**config.mk**
```make
export PLATFORM = sky130hd
export DESIGN_NAME = ccd_decoder
export DESIGN_NICKNAME = d
export VERILOG_FILES = /design/src/design/ccd_pkg.sv /design/src/design/ccd_decoder.sv /design/src/design/ccd_sync3.sv /design/src/design/ccd_edge.sv
export SDC_FILE = /design/constraint.sdc
export NUM_CORES = 1
export LEC_CHECK = 0
export BUFFER_PORTS_ARGS = -buffer_cell sky130_fd_sc_hd__buf_4
export CORE_MARGIN = 1
export CORE_UTILIZATION = 46
export DETAILED_ROUTE_END_ITERATION = 12
export MAX_ROUTING_LAYER = met4
export PLACE_DENSITY = 0.75
export SLEW_MARGIN = 10
export SYNTH_ARGS = -nofsm -noshare
export SYNTH_HDL_FRONTEND = slang
export SYNTH_SLANG_ARGS = --single-unit
```
**constraint.sdc**
```tcl
create_clock -name sys_clk -period 2 [get_ports sys_clk]
set_input_delay 0.3 -clock sys_clk [delete_from_list [all_inputs] [get_ports sys_clk]]
set_output_delay 0.3 -clock sys_clk [all_outputs]
set_load 0.01 [all_outputs]
```
**src/design/ccd_pkg.sv**
```systemverilog
package ccd_pkg;
   // cyclic command word from the controller
   typedef struct packed {
      logic       fault_reset;
      logic       restart;
      logic [7:0] config_cmd;
   } ccd_cmd_t;

   // curtain status fields reported back
   typedef struct packed {
      logic       operating_run_flag;
      logic       link_fault_flag;
      logic       restart_needed_flag;
      logic       safety_status;
      logic [1:0] config_select;
   } ccd_stat_t;

   // register byte offsets
   localparam logic [11:0] CCD_CMD_OFF = 12'h000;
   localparam logic [11:0] CCD_STAT_OFF = 12'h004;
   localparam logic [11:0] CCD_IRQ_STAT_OFF = 12'h008;
   localparam logic [11:0] CCD_IRQ_MASK_OFF = 12'h00C;
   localparam logic [11:0] CCD_CURT_OFF = 12'h010;

   // command register field positions
   localparam int CCD_CMD_CFG_LSB = 0;
   localparam int CCD_CMD_RST_BIT = 8;
   localparam int CCD_CMD_FRST_BIT = 9;
   localparam int CCD_CMD_UPD_BIT = 10;

   // interrupt status bit positions
   localparam int CCD_IRQ_FRST = 0;
   localparam int CCD_IRQ_RST = 1;
   localparam int CCD_IRQ_CFG = 2;
   localparam int CCD_IRQ_LINK = 3;

   // reset values
   localparam logic [1:0] CCD_CFG_DEFAULT = 2'h0;
   localparam logic [3:0] CCD_MASK_RESET = 4'h0;

   // fault-reset pulse length: 1 us at 250 MHz
   localparam int CCD_CLK_MHZ = 250;
   localparam int CCD_FRST_NS = 1000;
   localparam int CCD_FRST_CYC = (CCD_FRST_NS * CCD_CLK_MHZ) / 1000;

   // low two bits pick the configuration, upper bits ignored
   function automatic logic [1:0] ccd_cfg_of(input logic [7:0] cmd);
      return cmd[1:0];
   endfunction
endpackage

```
**src/design/ccd_decoder.sv**
```systemverilog
`timescale 1ns/1ps
// Notes on behaviour
// - rising fault-reset bit power-cycles the curtain; link side keeps running
// - restart issued only on rising edge of restart bit; levels do nothing
// - one of four configurations 0..3 active, exactly one at a time
// - values above 3 select configuration from the two low bits
// - configuration in effect is reported back to the controller
// - configuration 0 is the default until another is commanded
// - after valid restart, safety status goes high if field clear and run mode is on
// - restart-needed is 1 while a restart is needed to turn on
// - link fault flag 0 while link operates, 1 when faulted
// - safety status 0 in safe state, 1 when outputs on
module ccd_decoder
   import ccd_pkg::*;
(
   input wire logic sys_clk,
   input wire logic reset_n,
   input wire logic psel,
   input wire logic penable,
   input wire logic pwrite,
   input wire logic [11:0] paddr,
   input wire logic [31:0] pwdata,
   output logic [31:0] prdata,
   output logic pready,
   output logic pslverr,
   input wire logic field_clear_pin,
   input wire logic link_ok_pin,
   input wire logic run_mode_pin,
   output logic curtain_power_off,
   output logic curtain_restart,
   output logic safety_out,
   output logic [1:0] config_select,
   output logic irq
);
   // ****************************************
   // synchronised curtain pins
   // ****************************************
   logic field_clear;
   logic link_ok;
   logic run_mode;

   ccd_sync3 u_sync_field (
      .sys_clk(sys_clk),
      .reset_n(reset_n),
      .async_in(field_clear_pin),
      .sync_out(field_clear)
   );
   ccd_sync3 u_sync_link (
      .sys_clk(sys_clk),
      .reset_n(reset_n),
      .async_in(link_ok_pin),
      .sync_out(link_ok)
   );
   ccd_sync3 u_sync_run (
      .sys_clk(sys_clk),
      .reset_n(reset_n),
      .async_in(run_mode_pin),
      .sync_out(run_mode)
   );

   // ****************************************
   // command capture over apb
   // ****************************************
   ccd_cmd_t cmd;
   ccd_cmd_t next_cmd;
   logic cmd_update;
   logic next_cmd_update;
   logic wr_access;
   logic rd_access;
   logic addr_ok;

   assign wr_access = psel & penable & pwrite;
   assign rd_access = psel & penable & ~pwrite;
   assign addr_ok = (paddr == CCD_CMD_OFF) || (paddr == CCD_STAT_OFF) || (paddr == CCD_IRQ_STAT_OFF) ||
                    (paddr == CCD_IRQ_MASK_OFF) || (paddr == CCD_CURT_OFF);

   // a write to the command word is one cyclic update
   always_comb begin
      next_cmd = cmd;
      next_cmd_update = 1'b0;
      if (wr_access && paddr == CCD_CMD_OFF) begin
         next_cmd.config_cmd = pwdata[CCD_CMD_CFG_LSB +: 8];
         next_cmd.restart = pwdata[CCD_CMD_RST_BIT];
         next_cmd.fault_reset = pwdata[CCD_CMD_FRST_BIT];
         next_cmd_update = 1'b1;
      end
   end

   always_ff @(posedge sys_clk) begin
      if (!reset_n) begin
         cmd <= '0;
         cmd_update <= 1'b0;
      end else begin
         cmd <= next_cmd;
         cmd_update <= next_cmd_update;
      end
   end

   // ****************************************
   // edge detection per update
   // ****************************************
   logic restart_rise;
   logic frst_rise;

   ccd_edge u_edge_restart (
      .sys_clk(sys_clk),
      .reset_n(reset_n),
      .update(cmd_update),
      .level(cmd.restart),
      .rise(restart_rise)
   );
   ccd_edge u_edge_frst (
      .sys_clk(sys_clk),
      .reset_n(reset_n),
      .update(cmd_update),
      .level(cmd.fault_reset),
      .rise(frst_rise)
   );

   // ****************************************
   // curtain control state
   // ****************************************
   typedef enum logic [3:0] {
      CCD_ST_OFF = 4'h1,
      CCD_ST_WAIT = 4'h2,
      CCD_ST_ON = 4'h4,
      CCD_ST_PWR = 4'h8
   } ccd_state_t;

   ccd_state_t state;
   ccd_state_t next_state;
   logic [7:0] frst_cnt;
   logic [7:0] next_frst_cnt;
   logic [1:0] next_config;
   logic next_restart_out;
   logic next_safety;
   logic next_power_off;
   logic cfg_change;

   assign cfg_change = cmd_update && (ccd_cfg_of(cmd.config_cmd) != config_select);

   always_comb begin
      next_state = state;
      next_frst_cnt = frst_cnt;
      next_restart_out = 1'b0;
      next_config = cfg_change ? ccd_cfg_of(cmd.config_cmd) : config_select;
      unique case (state)
         CCD_ST_OFF: begin
            if (restart_rise) begin
               next_restart_out = 1'b1;
               next_state = CCD_ST_WAIT;
            end
         end
         CCD_ST_WAIT: begin
            next_state = (field_clear && run_mode) ? CCD_ST_ON : CCD_ST_OFF;
         end
         CCD_ST_ON: begin
            if (!field_clear || !run_mode || cfg_change) begin
               next_state = CCD_ST_OFF;
            end
         end
         CCD_ST_PWR: begin
            if (frst_cnt == 8'h00) begin
               next_state = CCD_ST_OFF;
            end else begin
               next_frst_cnt = frst_cnt - 8'h01;
            end
         end
         default: next_state = CCD_ST_OFF;
      endcase
      // fault reset beats all; apb side untouched
      if (frst_rise) begin
         next_state = CCD_ST_PWR;
         next_frst_cnt = 8'(CCD_FRST_CYC - 1);
         next_restart_out = 1'b0;
      end
      next_safety = (next_state == CCD_ST_ON);
      next_power_off = (next_state == CCD_ST_PWR);
   end

   always_ff @(posedge sys_clk) begin
      if (!reset_n) begin
         state <= CCD_ST_OFF;
         frst_cnt <= 8'h00;
         config_select <= CCD_CFG_DEFAULT;
         curtain_restart <= 1'b0;
         safety_out <= 1'b0;
         curtain_power_off <= 1'b0;
      end else begin
         state <= next_state;
         frst_cnt <= next_frst_cnt;
         config_select <= next_config;
         curtain_restart <= next_restart_out;
         safety_out <= next_safety;
         curtain_power_off <= next_power_off;
      end
   end

   // ****************************************
   // status word and interrupts
   // ****************************************
   ccd_stat_t stat;
   logic [3:0] irq_stat;
   logic [3:0] irq_mask;
   logic [3:0] next_irq_stat;
   logic [3:0] next_irq_mask;
   logic [3:0] events;
   logic link_fault_prev;
   logic [31:0] next_prdata;
   logic next_pready;
   logic next_pslverr;
   logic next_irq;

   always_comb begin
      stat.operating_run_flag = run_mode;
      stat.link_fault_flag = ~link_ok;
      stat.restart_needed_flag = (state == CCD_ST_OFF);
      stat.safety_status = safety_out;
      stat.config_select = config_select;
   end

   always_comb begin
      events = '0;
      events[CCD_IRQ_FRST] = frst_rise;
      events[CCD_IRQ_RST] = restart_rise;
      events[CCD_IRQ_CFG] = cfg_change;
      events[CCD_IRQ_LINK] = stat.link_fault_flag & ~link_fault_prev;
      next_irq_mask = irq_mask;
      next_irq_stat = irq_stat;
      // write one clears; a same-cycle event wins
      if (wr_access && paddr == CCD_IRQ_STAT_OFF) begin
         next_irq_stat = irq_stat & ~pwdata[3:0];
      end
      next_irq_stat = next_irq_stat | events;
      if (wr_access && paddr == CCD_IRQ_MASK_OFF) begin
         next_irq_mask = pwdata[3:0];
      end
      next_irq = |(next_irq_stat & next_irq_mask);
      // zero-wait slave: answer lands in the access cycle
      next_pready = psel & ~penable;
      next_pslverr = psel & ~penable & ~addr_ok;
      next_prdata = 32'h0;
      if (psel && !penable) begin
         unique case (paddr)
            CCD_CMD_OFF: next_prdata = {22'h0, cmd.fault_reset, cmd.restart, cmd.config_cmd};
            CCD_STAT_OFF: next_prdata = {26'h0, stat};
            CCD_IRQ_STAT_OFF: next_prdata = {28'h0, irq_stat};
            CCD_IRQ_MASK_OFF: next_prdata = {28'h0, irq_mask};
            CCD_CURT_OFF: next_prdata = {29'h0, curtain_power_off, curtain_restart, field_clear};
            default: next_prdata = 32'h0;
         endcase
      end
   end

   always_ff @(posedge sys_clk) begin
      if (!reset_n) begin
         irq_stat <= 4'h0;
         irq_mask <= CCD_MASK_RESET;
         // synchronisers clear to 0, so the flag reads 1 after reset; start high to avoid a false event
         link_fault_prev <= 1'b1;
         prdata <= 32'h0;
         pready <= 1'b0;
         pslverr <= 1'b0;
         irq <= 1'b0;
      end else begin
         irq_stat <= next_irq_stat;
         irq_mask <= next_irq_mask;
         link_fault_prev <= stat.link_fault_flag;
         prdata <= next_prdata;
         pready <= next_pready;
         pslverr <= next_pslverr;
         irq <= next_irq;
      end
   end

   // ****************************************
   // checks
   // ****************************************
   // restart pulse
   restart_one_a: assert property (@(posedge sys_clk) disable iff (!reset_n)
      curtain_restart |=> !curtain_restart)
      else $error("restart pulse longer than one cycle");
   restart_cause_a: assert property (@(posedge sys_clk) disable iff (!reset_n)
      $rose(curtain_restart) |-> $past(restart_rise))
      else $error("restart without command rise");
   frst_power_a: assert property (@(posedge sys_clk) disable iff (!reset_n)
      frst_rise |=> curtain_power_off [*8])
      else $error("fault reset did not hold power off");
   cfg_lowbits_a: assert property (@(posedge sys_clk) disable iff (!reset_n)
      cmd_update |=> config_select == $past(cmd.config_cmd[1:0]))
      else $error("configuration not from low bits");
   cfg_hold_a: assert property (@(posedge sys_clk) disable iff (!reset_n)
      !cmd_update |=> $stable(config_select))
      else $error("configuration changed without command");
   status_on_a: assert property (@(posedge sys_clk) disable iff (!reset_n)
      (curtain_restart && field_clear && run_mode && !frst_rise)
      |=> safety_out)
      else $error("safety status not raised after restart");
   status_off_a: assert property (@(posedge sys_clk) disable iff (!reset_n)
      !field_clear |=> !safety_out)
      else $error("safety status high with field blocked");
   need_flag_a: assert property (@(posedge sys_clk) disable iff (!reset_n)
      stat.restart_needed_flag |-> !safety_out)
      else $error("restart needed while outputs on");
   link_flag_a: assert property (@(posedge sys_clk) disable iff (!reset_n)
      stat.link_fault_flag == !link_ok)
      else $error("link fault flag wrong");
endmodule

```
**src/design/ccd_sync3.sv**
```systemverilog
`timescale 1ns/1ps
// three-stage synchroniser; output changes when stages two and three agree
module ccd_sync3
   import ccd_pkg::*;
(
   input wire logic sys_clk,
   input wire logic reset_n,
   input wire logic async_in,
   output logic sync_out
);
   logic [2:0] stage;
   logic [2:0] next_stage;
   logic next_out;

   // ****************************************
   // shift and agree
   // ****************************************
   always_comb begin
      next_stage = {stage[1:0], async_in};
      next_out = (stage[2] == stage[1]) ? stage[2] : sync_out;
   end

   always_ff @(posedge sys_clk) begin
      if (!reset_n) begin
         stage <= 3'h0;
         sync_out <= 1'b0;
      end else begin
         stage <= next_stage;
         sync_out <= next_out;
      end
   end
endmodule

```
**src/design/ccd_edge.sv**
```systemverilog
`timescale 1ns/1ps
// rising-edge detector sampled only on command updates
module ccd_edge
   import ccd_pkg::*;
(
   input wire logic sys_clk,
   input wire logic reset_n,
   input wire logic update,
   input wire logic level,
   output logic rise
);
   logic prev;
   logic next_prev;
   logic next_rise;

   // compare new value against the previous update's value
   always_comb begin
      next_prev = update ? level : prev;
      next_rise = update & level & ~prev;
   end

   always_ff @(posedge sys_clk) begin
      if (!reset_n) begin
         prev <= 1'b0;
         rise <= 1'b0;
      end else begin
         prev <= next_prev;
         rise <= next_rise;
      end
   end
endmodule

```
==> results.tsv <==
stage	metric	value	unit
routing	drc_errors	0	
floorplan	floorplan.die_area	6630	um^2
setup_path	cp_max_fo	4	
sta	worst_hold_slack	0.163	ns
sta	period_minus_ws_final	2.03	ns
synth	post_synth_top_area_share	45.6	%
grt	grt_remaining_overflow	0	
synth	synth_area_leader_cell	sky130_fd_sc_hd__dfxtp_1	
routing	totalWireLength	6160	um
final_layout	finalNonFillerCells	446	
power	power.density	720	nW/um^2
power	cellLeakagePower	1.42	nW
power	ir_drop	0.573	mV
routing	avgViaCountPerCell	5.14	
hold_path	timing.hold.worst_path_depth	2	
synth	yosys_most_used_dff	sky130_fd_sc_hd__dfxtp_1	
clock_tree	cts-buffers-inserted	9	
sta	final-max-slew-violation-count	0	
setup_path	worst_r2r_startpoint	state[0]$_SDFF_PN1_	
clock_tree	cts-htree-levels	3	
grt	number_of_global_route_vias_before_repair	2207	
place	dp_cells	427	
power	post-layout-total-power	0.00260	W
routing	vias	2293	
setup_path	worstReg2RegEnd	frst_cnt[6]$_SDFFE_PN0P_	
synth	post_synth_instance_area	2900	um^2
clock_tree	cts_hold_buffers	0	
grt	gr-usage-met3	5.51	%
synth	netlist-cell-type-count	51	
floorplan	floorplan.initialDensity	48.4	%
outcome	status	finished, violations left	
grt	busiest_layer	met2	
final_layout	nFillCells	527	
setup_path	worst_setup_path_start_kind	flip-flop	
final_layout	finish.instance_area	3610	um^2
synth	synthTopCellsByArea	sky130_fd_sc_hd__dfxtp_1, sky130_fd_sc_hd__mux2i_1, sky130_fd_sc_hd__buf_4, sky130_fd_sc_hd__nor2_1, sky130_fd_sc_hd__mux4_2	
setup_path	critical_path.endpoint_type	flip-flop	
job	max_cap_violations	0	
routing	drt_pre_antenna_iters	4	
final_layout	antenna-diode-count	0	
grt	use_met2	35.3	%
setup_path	rrSetupSlack	-0.03	ns
sta	postLayoutSetupSlackWorst	-0.0309	ns
grt	maximum_number_of_pins_on_one_net_before_global_route_repair	31	
routing	final_antenna_net_count	0	
synth	yosys-top-cells-count	sky130_fd_sc_hd__dfxtp_1, sky130_fd_sc_hd__nor2_1, sky130_fd_sc_hd__buf_4	
clock_tree	clock_tree.buffer_depth	2	
clock_tree	clock_latency	0.34	ns
final_layout	post_route_cells_drive_above_1_share	29.1	%
sta	final.setup_skew	0.00380	ns
sta	setup_repair_after_global_routing_missed_its_margin	yes	
routing	route.detailed.wl_per_inst	13.8	um
setup_path	cp-endpoint	frst_cnt[6]$_SDFFE_PN0P_	
grt	globalRouteMet1Util	21.8	%
final_layout	area_delta_synth_final	24.4	%
sta	max_freq	492	MHz
sta	finalSetupViolations	1	
floorplan	die_height	81.4	um
sta	final_min_period_over_clock_period	102	%
clock_tree	root_buffer	sky130_fd_sc_hd__clkbuf_8	
synth	synth_enable_flop_cells	0	
clock_tree	cts.sink_count	66	
grt	first_pass_grt_wire_length	9830	um
place	post-dp-hpwl	4300	um
grt	number_of_antenna_violations_at_the_first_check_in_global_routing	0	
floorplan	placeableCoreArea	5990	um^2
setup_path	worst-r2r-cell-count	6	
sta	fin_tns_setup	-0.0309	ns
synth	synthesized_netlist_cell_count	302	
setup_path	worst_setup_path_startpoint	state[0]$_SDFF_PN1_	
synth	avgSynthCellArea	9.60	um^2
clock_tree	cts.clk_slew.worst_paths	0.07	ns
synth	post-synth-top-count-cell	sky130_fd_sc_hd__dfxtp_1	
routing	iteration_0_drc_markers	102	
synth	synth.yosys.seq_area_share	45.6	%
floorplan	rows	28	
floorplan	io_pins	92	
setup_path	critPathRequiredTime	2.23	ns
hold_path	worstHoldPathType	input port to flip-flop	
grt	grt_usage	20.5	%
setup_path	critical_path_class	flip-flop to flip-flop	
place	place_congestion	0.818	
synth	synth.ff_latch_count	66	
floorplan	floorplan.die.width	81.4	um
final_layout	nets	420	
synth	synth-async-reset-ratio	0	%
place	port_buffers	47	
clock_tree	tritoncts	done	
outcome	violations	setup timing	
synth	yosysWarningCount	0	
setup_path	cp.arrival	2.26	ns
place	placed_cell_area	3350	um^2
sta	timing.final.hold_violations	0	
-- sequential cells by signal (all words and copies together) (netlist names), 2 cells and up --
register / flops
u_sync_run.stage: 3
irq_mask: 4
u_sync_field.stage: 3
frst_cnt: 8
config_select: 2
u_sync_link.stage: 3
irq_stat: 4
cmd: 10
state: 4
prdata: 10
-- worst min-delay path by stage --
stage	from	endpoint
2_1_floorplan	u_edge_restart.prev$_SDFFE_PN0P_	u_edge_restart.rise$_SDFF_PN0_
3_3_place_gp	u_edge_frst.prev$_SDFFE_PN0P_	u_edge_frst.rise$_SDFF_PN0_
3_5_place_dp	u_edge_restart.prev$_SDFFE_PN0P_	u_edge_restart.rise$_SDFF_PN0_
4_1_cts	penable	pready$_SDFF_PN0_
5_1_grt	run_mode_pin	u_sync_run.stage[0]$_SDFF_PN0_
6_report	penable	pready$_SDFF_PN0_
-- metrics by stage --
step | setup slack (ns) | utilization (%)
after floorplan | -0.0481 | -
after global placement | -0.216 | 56.0
after detailed placement | -0.279 | 56.0
after CTS | -0.0270 | 59.6
after global routing | -0.0907 | 60.2
final | -0.0309 | 60.2
-- worst max-delay path, cell delays in order, from the launching register on --
cell and delay [ns]:
sky130_fd_sc_hd__dfxtp_2 0.32, sky130_fd_sc_hd__or4b_4 0.55, sky130_fd_sc_hd__a21oi_4 0.17, sky130_fd_sc_hd__nand2_2 0.08, sky130_fd_sc_hd__or4b_4 0.52, sky130_fd_sc_hd__xnor2_1 0.14, sky130_fd_sc_hd__o21a_1 0.16
-- repair_timing --
item | 4_1_cts | 5_1_grt
pin swaps | 0 | 4
buffers inserted | 2 | 1
gates resized for setup | 0 | 7
endpoints found under the setup margin | 1 | 5
-- final cells by class --
type / instances / area (um^2) / share of cell area (%)
multi-input cells: 214 / 1430 / 39.7
well taps: 75 / 93.8 / 2.60
flip-flops and latches: 66 / 1320 / 36.7
repair buffers: 69 / 531 / 14.7
clock inverters: 5 / 52.6 / 1.46
clock buffers: 11 / 151 / 4.20
inverters: 6 / 22.5 / 0.624
-- power by group --
group	leakage (nW)	switching (W)	internal, W
Combinational	0.786	0.0000755	0.0000615
Clock	0.105	0.000497	0.000637
Sequential	0.533	0.00000296	0.00132
-- layer usage --
layer / vias up / share of wire [%] / routed length [um]
met5: - / 0 / 0
met3: 13 / 7.5 / 460
li1: 1120 / - / -
met1: 1074 / 42 / 2600
met2: 86 / 49 / 2990
met4: 0 / 1.8 / 108
-- layout by cell type (no fill, tap or decap), drive strengths merged, types with 3 or more instances in the layout --
cell type,synthesis,final
nor3b,5,5
conb,1,22
nand3,6,6
xnor2,6,6
and4b,3,3
inv,6,6
mux2i,20,20
buf,26,69
and2,14,14
mux4,4,4
clkbuf,11,11
clkinv,0,3
nand2,15,15
dfxtp,66,66
nand2b,5,5
or3,3,3
a21oi,13,13
or4b,3,3
xor2,4,4
nor2,43,43
nand3b,4,4
o21a,4,4
a211oi,5,5
o21ai,9,9
-- cells by family after synthesis --
family / Yosys count / share of synthesized area [%]
compound gates: 42 / 9.66
simple gates: 114 / 22.0
mux: 24 / 10.0
fa+ha+maj: 2 / 0.863
other cells: 1 / 0.129
xor+xnor: 10 / 3.02
buf+inv: 43 / 8.76
flops: 66 / 45.6
Power figures use the tool's default switching activity.
